[src/hdl/lts_defs.svh]
`ifndef LTS_DEFS_SVH
`define LTS_DEFS_SVH
// Clock and tick timing
`define LTS_CLK_HZ        20000000
`define LTS_TICK_S_DIV    1000
`define LTS_TICK_CYC      (`LTS_CLK_HZ / `LTS_TICK_S_DIV)
// Interval limits and defaults, in 1 ms ticks
`define LTS_TMR_W         27
`define LTS_TMR_MIN       27'h0000001
`define LTS_TMR_MAX       27'h5F5E0FF
`define LTS_TMR_RST       27'h0000001
`define LTS_TMR_DEF_TRIG  27'h0000064
`define LTS_TMR_DEF_ARM2  27'h00003E8
// Layer indices
`define LTS_L_ARM1        2'h0
`define LTS_L_ARM2        2'h1
`define LTS_L_TRIG        2'h2
// Link line defaults (1..6)
`define LTS_LINE_IN_RST   3'h1
`define LTS_LINE_OUT_RST  3'h2
`define LTS_LINE_MIN      3'h1
`define LTS_LINE_MAX      3'h6
`define LTS_NLINES        6
`define LTS_PULSE_CYC     16'h0001
`endif

[src/hdl/lts_pkg.sv]
`default_nettype none
package lts_pkg;
  typedef enum logic [2:0] {
    LTS_SRC_PASS, LTS_SRC_STALL, LTS_SRC_KEY, LTS_SRC_BUS,
    LTS_SRC_LINK, LTS_SRC_EXT, LTS_SRC_TICK
  } lts_src_t;
  typedef struct packed {
    logic       valid;
    logic [1:0] layer;
    lts_src_t   src;
  } lts_src_cmd_t;
  typedef struct packed {
    logic       valid;
    logic [1:0] layer;
    logic [2:0] line;
  } lts_line_cmd_t;
  typedef struct packed {
    logic       valid;
    logic [1:0] layer;
    logic [26:0] ticks;
    logic        use_default;
  } lts_tmr_cmd_t;
  typedef struct packed {
    logic [15:0] arm1;
    logic [15:0] arm2;
    logic [15:0] trig;
  } lts_counts_t;
endpackage
`default_nettype wire

[src/hdl/lts_sequencer.sv]
`timescale 1ns/1ps
`default_nettype none
`include "lts_defs.svh"
module lts_sequencer #(
  parameter int unsigned TICK_CYC = `LTS_TICK_CYC
) (
  input  wire logic                  mclk_i,
  input  wire logic                  reset_i,
  input  wire logic                  start_i,
  input  wire logic                  preset_i,
  input  wire lts_pkg::lts_src_cmd_t src_cmd_i,
  input  wire lts_pkg::lts_line_cmd_t in_line_cmd_i,
  input  wire lts_pkg::lts_tmr_cmd_t tmr_cmd_i,
  input  wire logic [2:0]            bypass_set_i,
  input  wire logic [2:0]            bypass_off_setting_i,
  input  wire logic                  protocol_set_i,
  input  wire logic                  shared_line_protocol_i,
  input  wire logic [2:0]            layer_imm_i,
  input  wire logic [2:0]            layer_skip_i,
  input  wire lts_pkg::lts_counts_t  counts_i,
  input  wire logic [8:0]            out_line_flat_i,
  input  wire logic [31:0]           wait_ticks_flat_i,
  input  wire logic                  bus_trig_i,
  input  wire logic                  key_i,
  input  wire logic                  ext_trig_i,
  input  wire logic [5:0]            link_line_i,
  input  wire logic                  action_done_i,
  output logic                       action_req_o,
  output logic [5:0]                 link_line_o,
  output logic [5:0]                 link_line_oe_o,
  output logic                       chan_done_o,
  output logic                       err_o,
  output logic [1:0]                 layer_o,
  output logic                       waiting_o,
  output logic                       shared_line_protocol_o,
  output logic [2:0]                 bypass_on_o
);
  import lts_pkg::*;

  typedef enum logic [2:0] {
    LTS_IDLE, LTS_EVT, LTS_WAIT, LTS_ACT, LTS_LEAVE
  } lts_state_t;

  //////////////////////////////////////////////////////////////////////////////
  // Input synchronisers
  logic [5:0] link_s1_r, link_s2_r, link_s3_r;
  logic       ext_s1_r, ext_s2_r, ext_s3_r;
  always_ff @(posedge mclk_i or posedge reset_i) begin
    if (reset_i) begin
      link_s1_r <= 6'h00;
      link_s2_r <= 6'h00;
      link_s3_r <= 6'h00;
      ext_s1_r  <= 1'b0;
      ext_s2_r  <= 1'b0;
      ext_s3_r  <= 1'b0;
    end else begin
      link_s1_r <= link_line_i;
      link_s2_r <= link_s1_r;
      link_s3_r <= link_s2_r;
      ext_s1_r  <= ext_trig_i;
      ext_s2_r  <= ext_s1_r;
      ext_s3_r  <= ext_s2_r;
    end
  end
  wire [5:0] link_rise = link_s2_r & ~link_s3_r;
  wire       ext_rise  = ext_s2_r & ~ext_s3_r;

  //////////////////////////////////////////////////////////////////////////////
  // Configuration
  lts_src_t   src_r [3];
  logic [2:0] in_line_r [3];
  logic [2:0] byp_en_r;
  logic       shared_r;
  logic [`LTS_TMR_W-1:0] tmr_int_r [3];
  logic       cfg_err;
  wire  [1:0] sl = src_cmd_i.layer;
  wire  [1:0] il = in_line_cmd_i.layer;
  wire  [1:0] tl = tmr_cmd_i.layer;
  wire  [2:0] il_out = out_line_flat_i[il*3 +: 3];

  always_comb begin
    cfg_err = 1'b0;
    if (src_cmd_i.valid && (sl == `LTS_L_ARM1 || sl > `LTS_L_TRIG) && src_cmd_i.src == LTS_SRC_TICK)
      cfg_err = 1'b1;
    if (in_line_cmd_i.valid && (in_line_cmd_i.line == il_out ||
        in_line_cmd_i.line < `LTS_LINE_MIN || in_line_cmd_i.line > `LTS_LINE_MAX))
      cfg_err = 1'b1;
    if (tmr_cmd_i.valid && !tmr_cmd_i.use_default && (tl == `LTS_L_ARM1 ||
        tmr_cmd_i.ticks < `LTS_TMR_MIN || tmr_cmd_i.ticks > `LTS_TMR_MAX))
      cfg_err = 1'b1;
  end

  always_ff @(posedge mclk_i or posedge reset_i) begin
    if (reset_i) begin
      for (int i = 0; i < 3; i++) begin
        src_r[i]     <= LTS_SRC_PASS;
        in_line_r[i] <= `LTS_LINE_IN_RST;
        tmr_int_r[i] <= `LTS_TMR_RST;
      end
      byp_en_r <= 3'b000;
      shared_r <= 1'b0;
    end else if (preset_i) begin
      src_r[0] <= LTS_SRC_PASS;
      src_r[1] <= LTS_SRC_PASS;
      src_r[2] <= LTS_SRC_KEY;
      for (int i = 0; i < 3; i++) begin
        in_line_r[i] <= `LTS_LINE_IN_RST;
        tmr_int_r[i] <= `LTS_TMR_RST;
      end
      byp_en_r <= 3'b100;
      shared_r <= 1'b0;
    end else if (!cfg_err) begin
      if (src_cmd_i.valid && sl <= `LTS_L_TRIG)
        src_r[sl] <= src_cmd_i.src;
      if (in_line_cmd_i.valid && il <= `LTS_L_TRIG)
        in_line_r[il] <= in_line_cmd_i.line;
      if (tmr_cmd_i.valid && tmr_cmd_i.use_default) begin
        tmr_int_r[`LTS_L_TRIG] <= `LTS_TMR_DEF_TRIG;
        tmr_int_r[`LTS_L_ARM2] <= `LTS_TMR_DEF_ARM2;
      end else if (tmr_cmd_i.valid && tl <= `LTS_L_TRIG)
        tmr_int_r[tl] <= tmr_cmd_i.ticks;
      byp_en_r <= (byp_en_r | bypass_set_i) & ~bypass_off_setting_i;
      if (protocol_set_i)
        shared_r <= shared_line_protocol_i;
    end
  end

  //////////////////////////////////////////////////////////////////////////////
  // 1 ms tick
  logic [31:0] tick_cnt_r;
  logic        tick_r;
  always_ff @(posedge mclk_i or posedge reset_i) begin
    if (reset_i) begin
      tick_cnt_r <= 32'h0;
      tick_r     <= 1'b0;
    end else begin
      tick_r     <= (tick_cnt_r == TICK_CYC - 1);
      tick_cnt_r <= (tick_cnt_r == TICK_CYC - 1) ? 32'h0 : tick_cnt_r + 32'h1;
    end
  end

  //////////////////////////////////////////////////////////////////////////////
  // Interval timers, free of the wait time
  logic [`LTS_TMR_W-1:0] itmr_r [3];
  logic [2:0]            tev_r;
  logic [2:0]            tmr_on;
  lts_state_t            state_r;
  logic [1:0]            lay_r;
  always_comb begin
    for (int i = 0; i < 3; i++)
      tmr_on[i] = (i != 0) && (src_r[i] == LTS_SRC_TICK) && (state_r != LTS_IDLE);
  end
  always_ff @(posedge mclk_i or posedge reset_i) begin
    if (reset_i) begin
      for (int i = 0; i < 3; i++)
        itmr_r[i] <= '0;
      tev_r <= 3'b000;
    end else begin
      for (int i = 0; i < 3; i++) begin
        // Consumed event clears; a new expiry below wins
        if (state_r == LTS_EVT && lay_r == 2'(i) && tev_r[i])
          tev_r[i] <= 1'b0;
        if (!tmr_on[i]) begin
          itmr_r[i] <= '0;
          tev_r[i]  <= 1'b0;
        end else if (itmr_r[i] == '0) begin
          itmr_r[i] <= tmr_int_r[i];
          tev_r[i]  <= 1'b1;
        end else if (tick_r) begin
          if (itmr_r[i] == `LTS_TMR_MIN) begin
            itmr_r[i] <= tmr_int_r[i];
            tev_r[i]  <= 1'b1;
          end else
            itmr_r[i] <= itmr_r[i] - `LTS_TMR_MIN;
        end
      end
    end
  end

  //////////////////////////////////////////////////////////////////////////////
  // Sequencer
  logic [15:0] loop_r [3];
  logic [2:0]  first_r;
  logic [31:0] wcnt_r;
  logic        skip_wait_r;
  logic        evt;
  lts_src_t    cur_src;
  wire  [15:0] cnt [3] = '{counts_i.arm1, counts_i.arm2, counts_i.trig};
  wire  [2:0]  cur_line = in_line_r[lay_r] - 3'h1;
  assign cur_src = src_r[lay_r];
  always_comb begin
    case (cur_src)
      LTS_SRC_PASS:  evt = 1'b1;
      LTS_SRC_KEY:   evt = key_i;
      LTS_SRC_BUS:   evt = bus_trig_i;
      LTS_SRC_LINK:  evt = link_rise[cur_line];
      LTS_SRC_EXT:   evt = ext_rise;
      LTS_SRC_TICK:  evt = tev_r[lay_r];
      default:       evt = 1'b0;
    endcase
  end
  wire        byp_now  = byp_en_r[lay_r] && first_r[lay_r] &&
                         (cur_src == LTS_SRC_EXT || cur_src == LTS_SRC_LINK);
  wire        waiting  = (state_r == LTS_EVT);
  wire [31:0] wt       = (lay_r == `LTS_L_ARM1) ? 32'h0 :
                         {16'h0, wait_ticks_flat_i[(lay_r-2'h1)*16 +: 16]};
  logic       pulse_req;
  logic       pulse_link;
  logic [1:0] pulse_lay;

  always_ff @(posedge mclk_i or posedge reset_i) begin
    if (reset_i) begin
      state_r      <= LTS_IDLE;
      lay_r        <= `LTS_L_ARM1;
      first_r      <= 3'b111;
      wcnt_r       <= 32'h0;
      skip_wait_r  <= 1'b0;
      err_o        <= 1'b0;
      action_req_o <= 1'b0;
      pulse_req    <= 1'b0;
      pulse_link   <= 1'b0;
      pulse_lay    <= 2'h0;
      for (int i = 0; i < 3; i++)
        loop_r[i] <= 16'h0;
    end else begin
      err_o     <= 1'b0;
      pulse_req <= 1'b0;
      if (|layer_skip_i && !(waiting && layer_skip_i[lay_r]))
        err_o <= 1'b1;
      if (|layer_imm_i && !(waiting && layer_imm_i[lay_r]))
        err_o <= 1'b1;
      if (cfg_err)
        err_o <= 1'b1;
      case (state_r)
        LTS_IDLE: begin
          first_r <= 3'b111;
          if (start_i) begin
            state_r   <= LTS_EVT;
            lay_r     <= `LTS_L_ARM1;
            loop_r[0] <= 16'h0;
          end
        end
        LTS_EVT: begin
          if (byp_now || layer_imm_i[lay_r]) begin
            state_r <= LTS_ACT;
          end else if (layer_skip_i[lay_r] || (cur_src != LTS_SRC_STALL && evt)) begin
            state_r <= LTS_WAIT;
            wcnt_r  <= 32'h0;
          end
        end
        LTS_WAIT: begin
          if (wcnt_r >= wt)
            state_r <= LTS_ACT;
          else if (tick_r)
            wcnt_r <= wcnt_r + 32'h1;
        end
        LTS_ACT: begin
          first_r[lay_r] <= 1'b0;
          if (lay_r != `LTS_L_TRIG) begin
            if (byp_en_r[lay_r]) begin
              pulse_req  <= 1'b1;
              pulse_link <= (cur_src == LTS_SRC_LINK);
              pulse_lay  <= lay_r;
            end
            lay_r   <= lay_r + 2'h1;
            loop_r[lay_r + 2'h1] <= 16'h0;
            first_r[lay_r + 2'h1] <= 1'b1;
            state_r <= LTS_EVT;
          end else if (!action_req_o) begin
            action_req_o <= 1'b1;
          end else if (action_done_i) begin
            action_req_o <= 1'b0;
            pulse_req  <= 1'b1;
            pulse_link <= 1'b1;
            pulse_lay  <= `LTS_L_TRIG;
            state_r    <= LTS_LEAVE;
          end
        end
        LTS_LEAVE: begin
          if (cnt[lay_r] == 16'h0 || loop_r[lay_r] + 16'h1 < cnt[lay_r]) begin
            loop_r[lay_r] <= loop_r[lay_r] + 16'h1;
            state_r <= LTS_EVT;
          end else begin
            if (lay_r == `LTS_L_ARM1)
              state_r <= LTS_IDLE;
            else
              lay_r <= lay_r - 2'h1;
          end
        end
        default: state_r <= LTS_IDLE;
      endcase
    end
  end

  //////////////////////////////////////////////////////////////////////////////
  // Output pulses and status
  wire [2:0] pl_out = out_line_flat_i[pulse_lay*3 +: 3] - 3'h1;
  wire [2:0] pl_in  = in_line_r[`LTS_L_TRIG] - 3'h1;
  always_ff @(posedge mclk_i or posedge reset_i) begin
    if (reset_i) begin
      link_line_o    <= 6'h00;
      link_line_oe_o <= 6'h00;
      chan_done_o    <= 1'b0;
      layer_o        <= 2'h0;
      waiting_o      <= 1'b0;
      shared_line_protocol_o <= 1'b0;
      bypass_on_o    <= 3'b000;
    end else begin
      link_line_o    <= 6'h00;
      link_line_oe_o <= 6'h00;
      chan_done_o    <= 1'b0;
      if (pulse_req) begin
        if (!pulse_link)
          chan_done_o <= 1'b1;
        // Shared line only in trigger layer
        else if (pulse_lay == `LTS_L_TRIG && shared_r) begin
          link_line_o[pl_in]    <= 1'b1;
          link_line_oe_o[pl_in] <= 1'b1;
        end else begin
          link_line_o[pl_out]    <= 1'b1;
          link_line_oe_o[pl_out] <= 1'b1;
        end
      end
      layer_o     <= lay_r;
      waiting_o   <= waiting;
      shared_line_protocol_o <= shared_r;
      bypass_on_o <= byp_en_r;
    end
  end

  //////////////////////////////////////////////////////////////////////////////
  // Checks
  stall_hold_a: assert property (@(posedge mclk_i) disable iff (reset_i)
    (waiting && src_r[lay_r] == LTS_SRC_STALL && !layer_imm_i[lay_r] && !layer_skip_i[lay_r]
     && !byp_now) |=> (state_r == LTS_EVT))
    else $error("stall layer left without command");
  skip_err_a: assert property (@(posedge mclk_i) disable iff (reset_i)
    (layer_skip_i != 3'b000 && !waiting) |=> err_o)
    else $error("skip outside wait not flagged");
  tick_src_a: assert property (@(posedge mclk_i) disable iff (reset_i)
    (src_r[0] != LTS_SRC_TICK))
    else $error("first arm layer holds interval source");
  line_clash_a: assert property (@(posedge mclk_i) disable iff (reset_i)
    (in_line_cmd_i.valid && in_line_cmd_i.line == il_out && il <= `LTS_L_TRIG && !preset_i)
    |=> ($stable(in_line_r[0]) && $stable(in_line_r[1]) && $stable(in_line_r[2]) && err_o))
    else $error("clashing input line accepted");
  pass_move_a: assert property (@(posedge mclk_i) disable iff (reset_i)
    (waiting && cur_src == LTS_SRC_PASS && !byp_now && !layer_imm_i[lay_r])
    |=> (state_r == LTS_WAIT))
    else $error("pass-through did not move on");
  timer_off_a: assert property (@(posedge mclk_i) disable iff (reset_i)
    (src_r[2] != LTS_SRC_TICK) |=> (tev_r[2] == 1'b0))
    else $error("timer event with other source");
  arm_pulse_a: assert property (@(posedge mclk_i) disable iff (reset_i)
    (pulse_req && pulse_lay != `LTS_L_TRIG) |-> $past(byp_en_r[lay_r]))
    else $error("arm pulse without bypass");
  route_a: assert property (@(posedge mclk_i) disable iff (reset_i)
    (pulse_req && !pulse_link) |=> (chan_done_o && link_line_oe_o == 6'h00))
    else $error("pulse misrouted");
  wait_skip_a: assert property (@(posedge mclk_i) disable iff (reset_i)
    (waiting && layer_skip_i[lay_r] && !byp_now && !layer_imm_i[lay_r])
    |=> (state_r == LTS_WAIT))
    else $error("skip did not enter wait");
endmodule
`default_nettype wire

[config.mk]
export PLATFORM = sky130hd
export DESIGN_NAME = lts_sequencer
export DESIGN_NICKNAME = d
export VERILOG_FILES = /design/src/hdl/lts_pkg.sv /design/src/hdl/lts_sequencer.sv
export VERILOG_INCLUDE_DIRS = /design/src /design/src/hdl
export SDC_FILE = /design/constraint.sdc
export NUM_CORES = 1
export LEC_CHECK = 0
export ABC_AREA = 1
export BUFFER_PORTS_ARGS = -buffer_cell sky130_fd_sc_hd__buf_2
export CAP_MARGIN = 10
export CELL_PAD_IN_SITES_DETAIL_PLACEMENT = 1
export CELL_PAD_IN_SITES_GLOBAL_PLACEMENT = 1
export CORE_MARGIN = 3
export CORE_UTILIZATION = 44
export CTS_CLUSTER_SIZE = 12
export DETAILED_ROUTE_END_ITERATION = 12
export PLACE_DENSITY = 0.83
export SLEW_MARGIN = 10
export SYNTH_ARGS = -nofsm -noshare
export SYNTH_HDL_FRONTEND = slang
export SYNTH_SLANG_ARGS = --single-unit
[constraint.sdc]
create_clock -name mclk_i -period 12.6 [get_ports mclk_i]
set_input_delay 1.26 -clock mclk_i [delete_from_list [all_inputs] [get_ports mclk_i]]
set_output_delay 1.26 -clock mclk_i [all_outputs]
set_load 0.01 [all_outputs]
==> impl_metrics.csv, run 1 <==
group,metric,value,unit
timing,period_needed,5370,ps
placed_design,place_area,19800,um^2
final_layout,drive_gt1_share,12.4,%
timing,hold_slack,353,ps
worst_setup_path,r2r_slack,7230,ps
worst_setup_path,crit_chain,"inv_2 -> ha_1 -> inv_1 -> nand3_1 -> inv_1 -> nand2_1 -> ha_1 -> nand2_1 -> inv_1 -> nand3_1 -> nor2_1 -> nand3_1 -> nand4_1 -> nand2_1 -> o21ai_0 -> nor2_1 -> nand2_1 -> inv_2 -> nand3_1 -> o21ai_0",
logic_synthesis,postSynthAreaPerCell,7.24,um^2
worst_setup_path,critical_path.max_stage_delay,880,ps
logic_synthesis,netlist_area,18700,um^2
power_and_ir_drop,p_leak,10.8,nW
timing,hold_violations,0,
logic_synthesis,async_reset_ff_share,100,%
worst_setup_path,start_kind,"flip-flop",
logic_synthesis,synth_cell_type_count,66,
timing,fin_setup_tns,0,ps
final_layout,nets,2925,
routing,drtIter0Drc,1249,
final_layout,post-route-cell-area,21000,um^2
worst_setup_path,arrival,5770,ps
routing,drt_drc_violations_left,0,
final_layout,areaGrowthSynthToFinish,12.1,%
timing,slew_violations,0,
floorplanning,core_area,41400,um^2
floorplanning,die_w,212,um
routing,vias_per_cell,5.65,
final_layout,final.fill_count,5340,
floorplanning,fp.dieH,212,um
cts,cts_made_buffers,35,
logic_synthesis,synth_edf_count,0,
final_layout,final_cells,3276,
cts,clk_pin_slew,60,ps
floorplanning,start_util,45.2,%
power_and_ir_drop,power.total,2.97,mW
worst_setup_path,cp_slowest_cell,"dfrtp_1",
placed_design,gp_congestion,0.933,
cts,tritoncts,"built",
worst_setup_path,worstSetupPathType,"reg -> reg",
timing,finalSetupViolations,0,
grt,grt_start_max_net_pins,114,
timing,skew,12.7,ps
floorplanning,dieArea,45000,um^2
placed_design,place_inst,3210,
cts,clock-sinks,294,
grt,first_global_vias,19300,
routing,drt-total-wl,64000,um
grt,grt_antenna_before_repair,6,
cts,cts_hold_buffers,0,
power_and_ir_drop,peakVddDrop,0.0936,mV
cts,cts_max_level,2,
floorplanning,io_pins,182,
logic_synthesis,ys_seq_area_share,39.4,%
timing,timing.final.ws_setup,7230,ps
worst_setup_path,required,13000,ps
status,outcome,"finished, final reports clean",
timing,relSlewSlack,22.9,%
cts,root_buffer,"clkbuf_16",
floorplanning,rows,74,
power_and_ir_drop,power_density,141,nW/um^2
worst_setup_path,cp_max_fo,30,
grt,grt-ovfl-total,0,
timing,worst_pin_slew,1150,ps
logic_synthesis,synthesis.nets,2792,
timing,rsz0062_at_grt,"no",
final_layout,multi_input_area,9590,um^2
placed_design,port-buffer-count,181,
timing,finalCritPeriodShare,42.6,%
placed_design,pre_cts_slack,7290,ps
cts,cts_buffer_depth,3,
cts,ctsResizeCount,0,
logic_synthesis,yosysWarnings,0,
routing,vias,18500,
logic_synthesis,synth_cells,2582,
final_layout,area.sequential,7370,um^2
cts,post_cts_buffers,0,
placed_design,dp_hpwl,47300,um
routing,firstDrtPassIters,5,
worst_setup_path,critPathCaptureType,"flip-flop",
hold_path,hp-class,"reg -> reg",
final_layout,final_core_util,50.6,%
routing,wl_per_cell,19.5,um
grt,grt_usage,28.6,%
run,maxCapViolations,0,
routing,postRouteAntennaNets,0,
logic_synthesis,synth-seq-cells,294,
timing,max_freq,186,MHz
cts,clk_latency,540,ps
logic_synthesis,yosys_most_used_dff,"dfrtp_1",
grt,grt_pass1_wl,103000,um
==> kinds of logic (layout without fill, tap and decap cells) <==
| family | count (synthesis) | count (layout) | share of synthesized area (%) |
|---|---|---|---|
| XOR/XNOR | 71 | 71 | 3.33 |
| other | 0 | 4 | 0 |
| AND/OR/NAND/NOR | 1437 | 1437 | 34.2 |
| AO/OA/AOI/OAI | 327 | 327 | 10.4 |
| buffers and inverters | 403 | 561 | 9.36 |
| adder cells (fa/ha/maj) | 50 | 50 | 3.35 |
| flip-flops | 294 | 294 | 39.4 |
==> synth_stat cells (3+ instances only) <==
library cell / instances / share of area, %
nand2_4: 4 / 0.24
buf_8: 3 / 0.24
or2_2: 9 / 0.30
nand4_1: 125 / 4.2
dfstp_2: 8 / 1.1
a22oi_1: 3 / 0.12
nand3_1: 182 / 4.9
nand3b_1: 3 / 0.12
inv_2: 3 / 0.060
a21o_1: 4 / 0.16
clkbuf_1: 47 / 0.94
clkinv_1: 3 / 0.060
inv_1: 293 / 5.9
o22ai_1: 8 / 0.27
nand3_2: 6 / 0.32
xnor2_1: 10 / 0.47
buf_6: 11 / 0.66
buf_2: 22 / 0.59
nor2_1: 247 / 5.0
nor4_1: 17 / 0.57
o21ai_2: 10 / 0.47
nor3_1: 50 / 1.3
o21ai_0: 146 / 3.9
nand2_1: 750 / 15
o31ai_1: 4 / 0.16
dfrtp_1: 286 / 38
a31oi_1: 5 / 0.17
ha_1: 50 / 3.3
xor2_1: 61 / 2.9
o211ai_1: 47 / 1.9
nor2_4: 4 / 0.24
nor2_2: 7 / 0.23
o21ai_1: 15 / 0.40
nand2_2: 15 / 0.50
a221oi_1: 9 / 0.42
a21oi_1: 60 / 1.6
buf_4: 14 / 0.56
nand3_4: 6 / 0.56
==> layout make-up <==
class | instances | area share [%]
well taps | 532 | 3.18
multi-input cells | 1885 | 45.8
flip-flops and latches | 294 | 35.1
repair buffers | 198 | 4.93
clock inverters | 10 | 0.549
diodes | 4 | 0.0478
clock buffers | 52 | 4.92
inverters | 301 | 5.46
==> layout by cell type, fill, tap and decap left out, drive strengths merged, types with 10 or more instances in the layout <==
cell type	synthesis	layout
a21oi	60	60
inv	297	298
o211ai	49	49
clkinv	4	11
ha	50	50
clkbuf	48	52
buf	54	198
nor3	53	53
o21ai	171	171
nand4	125	125
nor2	259	259
xor2	61	61
nor4	17	17
nand2	770	770
xnor2	10	10
nand3	194	194
dfrtp	286	286
==> worst max-delay path: cells and delay by family (launching register included) <==
family          cells  cell delay [ps]
buf+inv             5             1710
flops               1              880
simple gates       11             1630
compound gates      2              190
fa+ha+maj           2              760
==> layer usage <==
layer	share of wire (%)	vias up	GRT usage, %
li1	-	8748	-
met1	43	9074	36.8
met3	4.8	153	3.81
met5	0.038	-	0
met2	48	519	48.4
met4	4.4	4	12.7
==> report_power, final <==
| part | internal (mW) | total [mW] | switching, mW |
|---|---|---|---|
| clock network | 0.609 | 1.02 | 0.414 |
| registers | 0.997 | 1.05 | 0.0557 |
| logic | 0.225 | 0.891 | 0.667 |
| total | 1.83 | 2.97 | 1.14 |
==> final timing paths <==
path | start | endpoint | cells after the start
setup reg to reg | lay_r[1] | wcnt_r[1] | 20
setup / recovery | lay_r[1] | wcnt_r[1] | 20
hold reg to reg | link_s1_r[1] | link_s2_r[1] | 0
hold / removal | link_s1_r[1] | link_s2_r[1] | 0
max in group asynchronous | reset_i | chan_done_o | 4
min in group asynchronous | reset_i | itmr_r[30] | 2
==> registers in the layout (all words and copies together), names as in the netlist, 2 cells and up <==
name            cells
lay_r               2
link_s3_r           6
link_s1_r           6
in_line_r           9
link_s2_r           6
byp_en_r            3
bypass_on_o         3
tmr_int_r          54
loop_r             48
tick_cnt_r         32
layer_o             2
first_r             3
itmr_r             54
pulse_lay           2
link_line_oe_o      6
state_r             3
src_r               9
tev_r               2
wcnt_r             32
Power figures use the tool's default switching activity.
==> inputs of run 2 (changes only) <==
==> constraint.sdc (replaced) <==
create_clock -name mclk_i -period 5.43 [get_ports mclk_i]
set_input_delay 0.543 -clock mclk_i [delete_from_list [all_inputs] [get_ports mclk_i]]
set_output_delay 0.543 -clock mclk_i [all_outputs]
set_load 0.01 [all_outputs]
==> impl_metrics.csv, run 2 (synthesized netlist as in run 1, its figures left out) <==
group,metric,value,unit
final_layout,areaGrowthSynthToFinish,12.6,%
cts,cts_made_buffers,37,
worst_setup_path,start_kind,"flip-flop",
timing,period_needed,5000,ps
power_and_ir_drop,power.total,6.94,mW
worst_setup_path,required,5870,ps
routing,vias_per_cell,5.63,
floorplanning,fp.dieH,212,um
placed_design,dp_hpwl,47300,um
timing,relSlewSlack,17.2,%
cts,tritoncts,"built",
timing,fin_setup_tns,0,ps
grt,grt_start_max_net_pins,172,
cts,cts_max_level,2,
timing,finalCritPeriodShare,92.0,%
final_layout,final_core_util,50.9,%
cts,root_buffer,"clkbuf_16",
timing,slew_violations,0,
power_and_ir_drop,power_density,330,nW/um^2
floorplanning,start_util,45.2,%
final_layout,final.fill_count,5337,
timing,worst_pin_slew,1240,ps
timing,max_freq,200,MHz
grt,first_global_vias,19300,
worst_setup_path,r2r_slack,430,ps
final_layout,drive_gt1_share,12.8,%
timing,hold_violations,0,
worst_setup_path,critPathCaptureType,"flip-flop",
status,outcome,"finished, final reports clean",
routing,vias,18500,
final_layout,reg.largest.list,"itmr_r: 54 flops, tmr_int_r: 54 flops, loop_r: 48 flops",
timing,finalSetupViolations,0,
worst_setup_path,cp_max_fo,35,
routing,postRouteAntennaNets,0,
hold_path,hp-class,"in -> reg",
cts,cts_buffer_depth,3,
routing,drtIter0Drc,1005,
power_and_ir_drop,peakVddDrop,0.240,mV
floorplanning,io_pins,182,
grt,grt-ovfl-total,0,
placed_design,gp_congestion,0.933,
run,maxCapViolations,0,
floorplanning,core_area,41400,um^2
floorplanning,die_w,212,um
power_and_ir_drop,p_leak,10.9,nW
final_layout,nets,2934,
timing,skew,24.7,ps
routing,wl_per_cell,19.4,um
timing,rsz0062_at_grt,"no",
grt,grt_pass1_wl,101000,um
final_layout,final_cells,3286,
floorplanning,dieArea,45000,um^2
placed_design,place_inst,3216,
worst_setup_path,worstSetupPathType,"reg -> reg",
cts,clk_latency,560,ps
grt,grt_usage,28.0,%
final_layout,final_cell_mix,"nand2_1, inv_1, dfrtp_1, nor2_1, nand3_1",
placed_design,port-buffer-count,181,
cts,clk_pin_slew,60,ps
grt,grt_antenna_before_repair,3,
routing,firstDrtPassIters,5,
final_layout,mostFrequentLayoutCell,"nand2_1",
cts,clock-sinks,294,
worst_setup_path,arrival,5440,ps
routing,drt-total-wl,63900,um
routing,drt_drc_violations_left,0,
floorplanning,rows,74,
-- run 2: cell type report --
cell class                      count  area (um^2)  area share, %
Inverter                          301         1140           5.42
Antenna cell                        4         10.0         0.0475
Timing Repair Buffer              205         1100           5.23
Sequential cell                   294         7370           35.0
Tap cell                          532          666           3.16
Multi-Input combinational cell   1885         9600           45.6
Clock buffer                       52         1040           4.95
Clock inverter                     13          128          0.606
-- run 2: metrics by stage --
stage | setup WS (ps) | hold WS, ps | area, um^2
2_1_floorplan | 990 | 331 | 18700
3_3_place_gp | 734 | 338 | 19900
3_5_place_dp | 471 | 336 | 19900
4_1_cts | 456 | 60.8 | 21000
5_1_grt | 34.0 | 73.5 | 21100
6_report | 432 | 88.0 | 21100
-- run 2: what timing repair did --
item,in CTS,in global routing
gates resized for setup,0,1
setup endpoints to repair,0,6
hold buffers,1,0
setup buffers,0,0
endpoints found under the hold margin,2,0
-- run 2: where the power goes --
group	internal (mW)	total [mW]	switching, mW
clock network	1.39	2.39	0.997
logic	0.546	2.12	1.57
registers	2.31	2.44	0.124
-- run 2: layer usage --
metal  wire length, um  up-vias  part of all wire, %  global-route usage [%]
li1                  -     8765                    -                       -
met1             27200     9067                   43                    35.7
met2             30600      505                   48                    47.7
met3              3080      162                  4.8                    3.69
met4              2910        0                  4.6                    12.4
met5                 0        -                    0                       0
-- run 2: worst max-delay path: stages (launching register included) --
cell and delay [ps]:
dfrtp_1 660, inv_4 280, nor2_4 610, nand2_1 150
nand3_1 190, nand2_1 130, nor2_4 200, nand2_1 90
xor2_1 520, inv_1 110, ha_1 290, nand2_1 50
nor3_1 190, nand2_1 80, nand2_1 140, nand3_4 410
nand2_4 310, clkinv_4 240, nand2_1 150, o21ai_2 60
-- run 2: path summary, 6_finish.rpt --
kind / from / to / cells past startpoint
max: lay_r[0] / loop_r[46] / 19
min: ext_trig_i / ext_s1_r / 1
max reg2reg: lay_r[0] / loop_r[46] / 19
min reg2reg: link_s1_r[2] / link_s2_r[2] / 0
max in group asynchronous: reset_i / tick_cnt_r[17] / 4
min in group asynchronous: reset_i / loop_r[40] / 3
==> inputs of run 3 (changes only) <==
--- a/config.mk
+++ b/config.mk
@@ -6,13 +6,12 @@
 export SDC_FILE = /design/constraint.sdc
 export NUM_CORES = 1
 export LEC_CHECK = 0
-export ABC_AREA = 1
 export BUFFER_PORTS_ARGS = -buffer_cell sky130_fd_sc_hd__buf_2
 export CAP_MARGIN = 10
 export CELL_PAD_IN_SITES_DETAIL_PLACEMENT = 1
 export CELL_PAD_IN_SITES_GLOBAL_PLACEMENT = 1
 export CORE_MARGIN = 3
-export CORE_UTILIZATION = 44
+export CORE_UTILIZATION = 46
 export CTS_CLUSTER_SIZE = 12
 export DETAILED_ROUTE_END_ITERATION = 12
 export PLACE_DENSITY = 0.83
==> impl_metrics.csv, run 3 <==
group,metric,value,unit
status,outcome,"finished, final reports clean",
cts,clk_pin_slew,60,ps
final_layout,drive_gt1_share,16.6,%
placed_design,port-buffer-count,181,
routing,vias_per_cell,6.10,
grt,grt_pass1_wl,83200,um
logic_synthesis,synth_cells,1738,
grt,grt_start_max_net_pins,189,
logic_synthesis,postSynthAreaPerCell,9.48,um^2
grt,grt_usage,26.4,%
grt,met3_usage,4.64,%
logic_synthesis,synthTopCellsByArea,"dfrtp_1, mux2i_1, ha_1",
grt,grt_antenna_before_repair,8,
power_and_ir_drop,p_leak,8.68,nW
worst_setup_path,worstSetupPathType,"reg -> reg",
floorplanning,io_pins,182,
power_and_ir_drop,switchingPower,2.50,mW
routing,drt-total-wl,51300,um
worst_setup_path,required,5870,ps
timing,rsz0062_at_grt,"no",
floorplanning,fp.dieH,195,um
routing,firstDrtPassIters,4,
logic_synthesis,post-synth-top-count-cell,"dfrtp_1",
logic_synthesis,synth_top_area_share,43.4,%
logic_synthesis,yosysWarnings,0,
power_and_ir_drop,p_comb_share,30.0,%
timing,slew_violations,0,
worst_setup_path,r2r_slack,610,ps
cts,post_cts_buffers,0,
cts,clk_latency,510,ps
power_and_ir_drop,p_clk_share,33.9,%
logic_synthesis,synthesis.nets,1948,
timing,hold_violations,0,
logic_synthesis,yosys_most_used_dff,"dfrtp_1",
grt,grt-ovfl-total,0,
floorplanning,rows,68,
floorplanning,start_util,47.2,%
placed_design,gp_congestion,0.926,
floorplanning,dieArea,38100,um^2
cts,cts_made_buffers,35,
final_layout,final_cell_mix,"dfrtp_1, buf_2, nand2_1, nor2_1, o21ai_0",
worst_setup_path,r2r_start,"lay_r[1]",
routing,postRouteAntennaNets,0,
power_and_ir_drop,seq_power_share,36.1,%
final_layout,mostFrequentLayoutCell,"dfrtp_1",
power_and_ir_drop,internal_power,4.65,mW
timing,finalSetupViolations,0,
power_and_ir_drop,p_sw_share,35.0,%
logic_synthesis,synth-seq-cells,294,
routing,drtIter0Drc,868,
logic_synthesis,async_reset_ff_share,100,%
final_layout,multi_input_area,8410,um^2
worst_setup_path,cp_max_fo,20,
worst_setup_path,reg2reg_to,"loop_r[33]",
final_layout,final.fill_count,3953,
floorplanning,die_w,195,um
timing,skew,11.5,ps
timing,max_freq,208,MHz
worst_setup_path,r2r_cells,15,
power_and_ir_drop,power_density,378,nW/um^2
timing,fin_setup_tns,0,ps
grt,first_global_vias,15500,
placed_design,dp_hpwl,36100,um
routing,vias,14400,
logic_synthesis,synth_cell_type_count,81,
final_layout,areaGrowthSynthToFinish,14.8,%
floorplanning,core_area,34900,um^2
cts,ctsResizeCount,0,
logic_synthesis,post_synth_most_frequent_cells,"dfrtp_1, nand2_1, nor2_1",
routing,wl_per_cell,21.7,um
cts,root_buffer,"clkbuf_16",
final_layout,reg.largest.list,"itmr_r: 54 flops, tmr_int_r: 54 flops, loop_r: 48 flops",
timing,finalCritPeriodShare,88.7,%
final_layout,area.sequential,7370,um^2
logic_synthesis,yosys.area.top_type,"dfrtp_1",
timing,worst_pin_slew,1240,ps
routing,drt_drc_violations_left,0,
logic_synthesis,synth_edf_count,0,
hold_path,hp-class,"in -> reg",
cts,cts_buffer_depth,3,
cts,tritoncts,"built",
power_and_ir_drop,peakVddDrop,0.220,mV
final_layout,final_core_util,54.2,%
hold_path,min_delay_path_depth,1,
run,maxCapViolations,0,
worst_setup_path,critPathCaptureType,"flip-flop",
worst_setup_path,start_kind,"flip-flop",
worst_setup_path,arrival,5260,ps
logic_synthesis,ys_seq_area_share,44.7,%
cts,clock-sinks,294,
final_layout,nets,2086,
logic_synthesis,netlist_area,16500,um^2
grt,grtUsageMet1,33.9,%
timing,period_needed,4820,ps
hold_path,min_from,"link_line_i[4]",
power_and_ir_drop,power.total,7.15,mW
grt,busiest_layer,"met2",
hold_path,hold_end,"link_s1_r[4]",
timing,relSlewSlack,17.0,%
cts,cts_max_level,2,
grt,globalRouteMet2Util,46.4,%
run 3: cell count changes after synthesis, moves of 30 or more:
| cell | previous run | this run |
|---|---|---|
| nand3_1 | 182 | 32 |
| xor2_1 | 61 | 18 |
| nand4_1 | 125 | 36 |
| inv_1 | 293 | 74 |
| nor2_1 | 247 | 129 |
| nor2b_1 | 0 | 30 |
| nand2_1 | 750 | 150 |
| a21oi_1 | 60 | 113 |
| o211ai_1 | 47 | 4 |
| mux2i_1 | 0 | 106 |
| a22o_1 | 0 | 59 |
run 3: worst max-delay path by stage:
| stage | from | endpoint | slack (ps) | cells past startpoint |
|---|---|---|---|---|
| global route | lay_r[1] | loop_r[33] | 210 | 15 |
| finish | lay_r[1] | loop_r[33] | 610 | 15 |
| global placement | lay_r[1] | loop_r[33] | 860 | 15 |
| detailed placement | lay_r[1] | loop_r[39] | 650 | 16 |
| CTS | lay_r[1] | loop_r[33] | 630 | 15 |
| floorplan | reset_i | action_req_o | 990 | 1 |
run 3: metrics by stage:
| step | std cells | hold slack [ps] | instance area [um^2] | worst slack [ps] |
|---|---|---|---|---|
| 2_1_floorplan | 1738 | 331 | 16500 | 990 |
| 3_3_place_gp | 2293 | 335 | 17700 | 863 |
| 3_5_place_dp | 2293 | 336 | 17700 | 654 |
| 4_1_cts | 2355 | 127 | 18900 | 634 |
| 5_1_grt | 2358 | 127 | 18900 | 210 |
| 6_report | 2360 | 136 | 18900 | 613 |
run 3: routing by layer:
metal  vias up  wire length [um]
li1       6638                 -
met1      7299             21400
met2       374             25800
met3        83              2910
met4        10              1040
met5         -                69
run 3: power by group through the flow:
stage                     Combinational, mW  Sequential [mW]  Clock [mW]
after floorplan                        1.59             2.51           0
after global placement                 2.03             2.60           0
after detailed placement               2.11             2.61           0
after CTS                              2.14             2.57        2.46
after global routing                   2.38             2.60        2.56
final                                  2.15             2.58        2.42
run 3: layout make-up:
| cell class | count | share of cell area (%) |
|---|---|---|
| inverter | 77 | 1.55 |
| clock buffer | 53 | 5.63 |
| antenna | 5 | 0.0661 |
| timing repair buffer | 203 | 5.74 |
| tap | 455 | 3.01 |
| sequential | 294 | 39.0 |
| clock inverter | 8 | 0.622 |
| multi-input combinational | 1265 | 44.4 |
run 3: logic make-up (layout without fill, tap and decap cells):
logic type	count (synthesis)	after routing	share of synthesized area, %
and+or+nand+nor	591	591	18.4
xor gates and xnor gates	49	49	2.65
other	0	5	0
muxes	124	124	7.74
AOI/OAI and AO/OA	451	451	17.9
DFF	294	294	44.7
buffers and inverters	179	341	4.75
adders and majority gates	50	50	3.80
run 3: worst max-delay path, stage by stage (launching register included):
cell	delay [ps]
dfrtp_2	600
nor2b_4	470
buf_4	320
o2bb2ai_1	200
and2_1	220
nand4bb_1	190
nor4_2	350
xnor2_1	260
inv_2	80
ha_1	310
nand4_1	140
a2111oi_0	70
a2111o_1	520
nand2_1	150
and3_1	590
a32o_1	260
run 3: what timing repair did:
action	in CTS	in global routing
endpoints found under the setup margin	0	0
hold buffers	1	0
endpoints found under the hold margin	12	0
